**src/pkg/btac_consts.vh**
```
// constants of the bus trace acquisition control block
`ifndef BTAC_CONSTS_VH
`define BTAC_CONSTS_VH
`define BTAC_DEPTH 16
`define BTAC_AW 4
`define BTAC_CLK_PS 10000
`define BTAC_TS_125NS_PS 125000
`define BTAC_TS_250NS_PS 250000
`define BTAC_TS_500NS_PS 500000
`define BTAC_TS_1US_PS 1000000
`define BTAC_TS_2US_PS 2000000
`define BTAC_TS_4US_PS 4000000
`define BTAC_TS_8US_PS 8000000
`define BTAC_TS_16US_PS 16000000
`define BTAC_TS_100US_PS 100000000
`define BTAC_RES_OFF 4'h0
`define BTAC_CYC_DMAC 0
`define BTAC_CYC_XFER 1
`define BTAC_CYC_REFRESH 2
`define BTAC_REC_W 63
`define BTAC_DELAY_W 16
`endif

```
**src/hdl/btac_buffer2.v**
```verilog
// two-entry valid/ready buffer for trace records
`timescale 1ns/1ps
module btac_buffer2 #(
    parameter W = 58
) (
    input wire ref_clk,
    input wire sys_rst,
    input wire inValid,
    output wire inReady,
    input wire [W-1:0] inData,
    output wire outValid,
    input wire outReady,
    output wire [W-1:0] outData
);
    reg [W-1:0] mem_q [0:1];
    reg rdPtr_q;
    reg wrPtr_q;
    reg [1:0] count_q;
    wire push = inValid && inReady;
    wire pop = outValid && outReady;
    assign inReady = (count_q != 2'h2);
    assign outValid = (count_q != 2'h0);
    assign outData = mem_q[rdPtr_q];
    always @(posedge ref_clk) begin
        if (sys_rst) begin
            rdPtr_q <= 1'b0;
            wrPtr_q <= 1'b0;
            count_q <= 2'h0;
        end else begin
            if (push) begin
                wrPtr_q <= ~wrPtr_q;
            end
            if (pop) begin
                rdPtr_q <= ~rdPtr_q;
            end
            if (push && !pop) begin
                count_q <= count_q + 2'h1;
            end else if (pop && !push) begin
                count_q <= count_q - 2'h1;
            end
        end
    end
    always @(posedge ref_clk) begin
        if (push) begin
            mem_q[wrPtr_q] <= inData;
        end
    end
endmodule // btac_buffer2

```
**src/hdl/btac_trace_ctrl.v**
```verilog
// trace capture control with circular store and time stamp
`timescale 1ns/1ps
`include "btac_consts.vh"
module btac_trace_ctrl (
    input wire ref_clk,
    input wire sys_rst,
    input wire progStart,
    input wire busValid,
    input wire [23:0] busAddr,
    input wire [15:0] busData,
    input wire busWrite,
    input wire [2:0] busArea,
    input wire [2:0] busStatus,
    input wire [2:0] busClocks,
    input wire [3:0] probes,
    input wire nmiLevel,
    input wire [7:0] irqLevels,
    input wire [2:0] cycleKind,
    input wire [15:0] eventMatch,
    input wire [15:0] eventDefined,
    input wire [2:0] suppressMask,
    input wire [3:0] tsResolution,
    input wire freeMode,
    input wire [15:0] startSel,
    input wire [15:0] haltSel,
    input wire stopEnable,
    input wire [15:0] stopSel,
    input wire delayEnable,
    input wire [15:0] delaySel,
    input wire [15:0] delayCount,
    input wire [63:0] rangeStartSel,
    input wire [63:0] rangeEndSel,
    input wire [3:0] rangeEnable,
    input wire [3:0] readIndex,
    output reg [62:0] readRecord,
    output wire capturing,
    output wire stopped,
    output wire [3:0] newestIndex,
    output wire [3:0] stopIndex,
    output wire bufferWrapped,
    output wire [31:0] timeStamp,
    output wire busReady
);
    localparam S_IDLE = 2'h0;
    localparam S_RUN = 2'h1;
    localparam S_DELAY = 2'h2;
    localparam S_STOP = 2'h3;
    // tick periods in ps; a phase accumulator keeps 125 ns exact on average
    localparam [31:0] CLKPS = `BTAC_CLK_PS;
    localparam [31:0] N125 = `BTAC_TS_125NS_PS;
    localparam [31:0] N250 = `BTAC_TS_250NS_PS;
    localparam [31:0] N500 = `BTAC_TS_500NS_PS;
    localparam [31:0] N1U = `BTAC_TS_1US_PS;
    localparam [31:0] N2U = `BTAC_TS_2US_PS;
    localparam [31:0] N4U = `BTAC_TS_4US_PS;
    localparam [31:0] N8U = `BTAC_TS_8US_PS;
    localparam [31:0] N16U = `BTAC_TS_16US_PS;
    localparam [31:0] N100U = `BTAC_TS_100US_PS;

    reg [1:0] state_q;
    reg [31:0] tickCnt_q;
    reg [31:0] stamp_q;
    reg [`BTAC_AW-1:0] wrPtr_q;
    reg wrapped_q;
    reg [`BTAC_AW-1:0] stopPtr_q;
    reg [15:0] delayLeft_q;
    reg [3:0] inRange_q;
    reg [62:0] store_q [0:`BTAC_DEPTH-1];
    reg [31:0] tickLimit;
    wire tsOn = (tsResolution != `BTAC_RES_OFF);

    // tick divider for the chosen resolution
    always @* begin
        case (tsResolution)
            4'h1: tickLimit = N125;
            4'h2: tickLimit = N250;
            4'h3: tickLimit = N500;
            4'h4: tickLimit = N1U;
            4'h5: tickLimit = N2U;
            4'h6: tickLimit = N4U;
            4'h7: tickLimit = N8U;
            4'h8: tickLimit = N16U;
            4'h9: tickLimit = N100U;
            default: tickLimit = 32'h0;
        endcase
    end
    wire [31:0] accNext = tickCnt_q + CLKPS;
    wire tick = tsOn && (tickLimit != 32'h0) && (accNext >= tickLimit);

    always @(posedge ref_clk) begin
        if (sys_rst || progStart || !tsOn) begin
            tickCnt_q <= 32'h0;
            stamp_q <= 32'h0;
        end else if (tick) begin
            tickCnt_q <= accNext - tickLimit;
            stamp_q <= stamp_q + 32'h1;
        end else begin
            tickCnt_q <= accNext;
        end
    end
    assign timeStamp = stamp_q;

    // event qualification; undefined points never match, and a stop or delay selection naming one is disabled
    wire [15:0] liveMatch = eventMatch & eventDefined;
    wire startHit = |(liveMatch & startSel);
    wire haltHit = |(liveMatch & haltSel);
    wire stopHit = stopEnable &&
        |(liveMatch & stopSel) && ((stopSel & ~eventDefined) == 16'h0);
    wire delayHit = delayEnable &&
        |(liveMatch & delaySel) && ((delaySel & ~eventDefined) == 16'h0);

    // range windows, one per generate entry
    wire [3:0] rangeOpen;
    wire [3:0] rangeUse;
    genvar g;
    generate
        for (g = 0; g < 4; g = g + 1) begin : gRange
            wire [15:0] sSel = rangeStartSel[g*16 +: 16];
            wire [15:0] eSel = rangeEndSel[g*16 +: 16];
            wire usable = rangeEnable[g] && !freeMode &&
                ((sSel & ~eventDefined) == 16'h0) &&
                ((eSel & ~eventDefined) == 16'h0) && (sSel != 16'h0);
            wire sHit = |(liveMatch & sSel);
            wire eHit = |(liveMatch & eSel);
            always @(posedge ref_clk) begin
                if (sys_rst || progStart || !usable) begin
                    inRange_q[g] <= 1'b0;
                end else if (sHit) begin
                    inRange_q[g] <= 1'b1;
                end else if (eHit) begin
                    inRange_q[g] <= 1'b0;
                end
            end
            assign rangeOpen[g] = usable && (inRange_q[g] || sHit);
            assign rangeUse[g] = usable;
        end
    endgenerate
    wire anyRange = |rangeUse;
    wire rangeOk = !anyRange || (|rangeOpen);

    wire suppressed = |(suppressMask & cycleKind);
    wire active = (state_q == S_RUN) || (state_q == S_DELAY);
    wire recordNow = busValid && active && !suppressed && rangeOk;

    // record layout: stamp mode keeps address, data, direction and stamp
    wire [62:0] fullRec = {busAddr, busData, busWrite, busArea, busStatus,
        busClocks, probes, nmiLevel, irqLevels};
    wire [62:0] stampRec = {5'h00, busAddr, busData, busWrite, 1'b1,
        stamp_q[15:0]};
    wire [62:0] newRec = tsOn ? stampRec : fullRec;
    // marks the record at which a halt, stop or delay event matched in the run state
    wire markNow = (state_q == S_RUN) && (haltHit || stopHit || delayHit);

    wire bufOutValid;
    wire [63:0] bufOutData;
    btac_buffer2 #(
        .W(`BTAC_REC_W + 1)
    ) uBuf (
        .ref_clk(ref_clk),
        .sys_rst(sys_rst || progStart),
        .inValid(recordNow),
        .inReady(busReady),
        .inData({markNow, newRec}),
        .outValid(bufOutValid),
        .outReady(1'b1),
        .outData(bufOutData)
    );

    // capture sequencing
    always @(posedge ref_clk) begin
        if (sys_rst) begin
            state_q <= S_IDLE;
            delayLeft_q <= 16'h0;
        end else if (progStart) begin
            state_q <= freeMode ? S_RUN : S_IDLE;
            delayLeft_q <= 16'h0;
        end else begin
            case (state_q)
                S_IDLE: begin
                    if (startHit) begin
                        state_q <= S_RUN;
                    end
                end
                S_RUN: begin
                    if (haltHit || stopHit) begin
                        state_q <= S_STOP;
                    end else if (delayHit) begin
                        delayLeft_q <= delayCount;
                        state_q <= (delayCount == 16'h0) ? S_STOP : S_DELAY;
                    end
                end
                S_DELAY: begin
                    if (haltHit || stopHit) begin
                        state_q <= S_STOP;
                    end else if (busValid && delayLeft_q != 16'h0) begin
                        delayLeft_q <= delayLeft_q - 16'h1;
                        if (delayLeft_q == 16'h1) begin
                            state_q <= S_STOP;
                        end
                    end
                end
                S_STOP: begin
                    state_q <= S_STOP;
                end
                default: state_q <= S_IDLE;
            endcase
        end
    end

    // circular store with wrapping write pointer
    always @(posedge ref_clk) begin
        if (sys_rst || progStart) begin
            wrPtr_q <= {`BTAC_AW{1'b0}};
            wrapped_q <= 1'b0;
            stopPtr_q <= {`BTAC_AW{1'b0}};
        end else if (bufOutValid) begin
            if (bufOutData[`BTAC_REC_W]) begin
                stopPtr_q <= wrPtr_q;
            end
            wrPtr_q <= wrPtr_q + {{(`BTAC_AW-1){1'b0}}, 1'b1};
            if (wrPtr_q == {`BTAC_AW{1'b1}}) begin
                wrapped_q <= 1'b1;
            end
        end
    end
    always @(posedge ref_clk) begin
        if (bufOutValid) begin
            store_q[wrPtr_q] <= bufOutData[`BTAC_REC_W-1:0];
        end
    end
    always @(posedge ref_clk) begin
        if (sys_rst) begin
            readRecord <= 63'h0;
        end else begin
            readRecord <= store_q[readIndex];
        end
    end

    assign newestIndex = wrPtr_q - {{(`BTAC_AW-1){1'b0}}, 1'b1};
    assign stopIndex = stopPtr_q;
    assign bufferWrapped = wrapped_q;
    assign capturing = active;
    assign stopped = (state_q == S_STOP);
endmodule // btac_trace_ctrl

```
**config.mk**
```make
export PLATFORM = sky130hd
export DESIGN_NAME = btac_trace_ctrl
export DESIGN_NICKNAME = d
export VERILOG_FILES = /design/src/hdl/btac_buffer2.v /design/src/hdl/btac_trace_ctrl.v
export VERILOG_INCLUDE_DIRS = /design/src /design/src/pkg
export SDC_FILE = /design/constraint.sdc
export NUM_CORES = 1
export LEC_CHECK = 0
export BUFFER_PORTS_ARGS = -buffer_cell sky130_fd_sc_hd__buf_2
export CAP_MARGIN = 20
export CORE_MARGIN = 10
export CORE_UTILIZATION = 65
export CTS_CLUSTER_DIAMETER = 60
export DETAILED_ROUTE_END_ITERATION = 8
export PLACE_DENSITY = 0.86
export REMOVE_ABC_BUFFERS = 1
export SYNTH_ARGS = -nofsm -noshare
export SYNTH_HDL_FRONTEND = slang
export SYNTH_SLANG_ARGS = --single-unit
```
**constraint.sdc**
```tcl
create_clock -name ref_clk -period 10.7 [get_ports ref_clk]
set_input_delay 1.605 -clock ref_clk [delete_from_list [all_inputs] [get_ports ref_clk]]
set_output_delay 1.605 -clock ref_clk [all_outputs]
set_load 0.05 [all_outputs]
```
==> results_dict.tcl <==
set metrics [dict create \
    cp_cell_sequence "buf_2 -> nor2b_1 -> inv_1 -> o21ai_0 -> nor2_1 -> ha_1 -> nand4_1 -> nor4_1 -> and3_1 -> a221oi_1 -> a21o_1 -> a31o_1 -> buf_4 -> or4_1 -> a21oi_1" \
    die-width_um 308 \
    holdCritStartpoint "bufferWrapped" \
    clk_latency_ps 740 \
    rr_startpoint "tickCnt_q[4]" \
    synth-async-reset-ratio_pct 0 \
    end_kind "register" \
    dp_cells 4624 \
    max_stage_delay_ps 640 \
    synth.distinct_cells 72 \
    synth_warnings 0 \
    status "finished, final reports clean" \
    placeableCoreArea_sq_um 82200 \
    fin_skew_ps 66.0 \
    tightest_slew_ps 1190 \
    synth_enable_flop_cells 1136 \
    use_met3_pct 8.77 \
    layout.cells.non_filler 4866 \
    worstPathRequired_ps 11320 \
    cts_tree "done" \
    start_util_pct 65.7 \
    num_vias 35855 \
    period_minus_slack_ps 5700 \
    die-area_sq_um 95000 \
    critical_path.max_fanout 26 \
    clock-sinks 1296 \
    synth.avg_cell_area_sq_um 16.6 \
    hold_violations 0 \
    overflow 0 \
    worstSetupPathType "in2reg" \
    setup_violations 0 \
    syn2layout_area_growth_pct 13.6 \
    grt_max_degree 68 \
    drtPass1Iterations 9 \
    cap_violations 0 \
    htreeDepth 3 \
    fin_tns_setup_ps 0 \
    antenna_found_initial 14 \
    hold_buffers 0 \
    fin_crit_sh_pct 53.3 \
    numCtsBuffers 120 \
    remaining_drc_errors 0 \
    die_h_um 308 \
    io_buffers 434 \
    wirelength_um 182000 \
    vias_per_cell 7.37 \
    yosys_register_bits 1296 \
    synth-main-ff-cell "edfxtp_1" \
    rsz0062_at_grt "false" \
    gp_congestion 0.992 \
    grt_pass1_vias 36101 \
    critical-path-slowest-cell "nor2b_1" \
    top_usage_layer "met2" \
    cts_root_buf "clkbuf_16" \
    clockBufferDepth 3 \
    grt_pass1_wl_um 259000 \
    clk_pin_slew_worst_paths_ps 60 \
    netlist_instances 3251 \
    post_cts_buffers 0 \
    fin_util_pct 74.6 \
    power.density_nw_per_um2 194 \
    syn-cell-area_sq_um 54000 \
    final_common_cell "edfxtp_1" \
    io_pins 435 \
    grt.met1_usage_pct 48.2 \
    p_leak_nw 20.8 \
    r2r_setup_slack_ps 5680 \
    fill_cells 4443 \
    slew_viol_final 0 \
    finalNetCount 4052 \
    fmax_ghz 0.176 \
    floorplan.rows 105 \
    hpwl_um 103000 \
    hold_class "reg2reg" \
    crit_path_start_kind "input pin" \
    drt_iter0_drc 5837 \
    drive_gt1_share_pct 28.8 \
    routedWlPerCell_um 37.3 \
    relSlewSlack_pct 20.5 \
    crit_path_start "tsResolution[2]" \
    final_cell_mix "edfxtp_1, buf_2, mux4_2" \
    cp_data_arrival_time_ps 6320 \
    cts_resized 0 \
    antenna_left 0 \
    grtUsageTotal_pct 38.2 \
    use_met2_pct 61.8 \
    ir_drop_v 0.000194 \
    synth_seq_area_share_pct 69.1 \
]
[layer usage]
metal / wire length, um / up-vias
met2: 88500 / 3399
li1: - / 13868
met4: 11200 / 4
met1: 60200 / 17878
met3: 21700 / 706
met5: 27 / -
[stage by stage]
step                      setup WS (ps)  instance area [sq um]  hold slack [ps]  power, mW
final                              5000                  61300              478       11.9
after global routing               4700                  61300              498       12.2
after CTS                          5100                  61300              477       11.9
after detailed placement           4390                  57300              462       7.59
after global placement             4490                  57300              448       7.56
after floorplan                    4030                  53300              454       6.96
[cells by family (layout without fill, tap and decap cells)]
kind of cell / Yosys count / count (layout) / synth area share (%)
multiplexers: 393 / 393 / 14.7
AO/OA/AOI/OAI: 361 / 361 / 4.61
XOR/XNOR: 50 / 50 / 0.811
AND/OR/NAND/NOR: 874 / 874 / 7.99
other: 0 / 12 / 0
flip-flops: 1296 / 1296 / 69.1
adder cells (fa/ha/maj): 46 / 46 / 1.08
buffers and inverters: 231 / 764 / 1.68
[Yosys cell counts, types with 17 or more instances]
cell type	number	area, sq um
and3_1	18	113
mux2_2	64	721
nor4_1	41	257
clkbuf_1	152	571
edfxtp_1	1136	34100
buf_1	17	63.8
and2_1	21	131
a21oi_1	93	465
o22ai_1	24	150
dfxtp_1	160	3200
xor2_1	25	219
inv_1	52	195
nand3_1	118	591
or3_1	19	119
nor2_1	158	593
a22oi_1	39	293
xnor2_1	25	219
or4_1	19	143
mux4_2	315	7090
o21ai_0	37	185
nor3_1	28	140
o31ai_1	27	203
ha_1	45	563
nor2b_1	88	551
nand4_1	58	363
a211oi_1	19	143
nand2_1	267	1000
[critical path, delay by kind of cell]
family / cells / cell delay [ps]
simple gates: 6 / 2090
compound gates: 5 / 1290
buf+inv: 3 / 830
fa+ha+maj: 1 / 480
[layout make-up]
class,instances,area (sq um),share of cell area [%]
clock inverters,63,656,1.07
clock buffers,165,3280,5.35
flip-flops and latches,1296,37300,60.9
repair buffers,484,2580,4.22
inverters,52,195,0.318
diodes,12,30.0,0.0490
well taps,1070,1340,2.18
multi-input cells,1724,15900,26.0
[path summary, 6_finish.rpt]
check | endpoint | cells after the start
worst min-delay path | bufferWrapped | 2
worst max-delay path | tickCnt_q[17] | 15
worst max register to register | tickCnt_q[17] | 15
worst min register to register | bufferWrapped | 2
[where the power goes]
part	internal [mW]	total [mW]	switching (mW)	leakage (nW)
combinational	0.651	1.87	1.22	7.38
sequential	5.62	5.69	0.0763	11.5
clock	2.36	4.35	2.00	1.91
total	8.63	11.9	3.29	20.8
[sequential cells by signal, summed over array words and instances, names as in the netlist, named ones only]
register       cells
store_q         1008
uBuf.mem_q       128
readRecord        63
timeStamp         32
tickCnt_q         29
delayLeft_q       16
inRange_q          4
stopIndex          4
wrPtr_q            4
state_q            2
uBuf.count_q       2
bufferWrapped      1
uBuf.rdPtr_q       1
uBuf.wrPtr_q       1
Power figures use the tool's default switching activity.
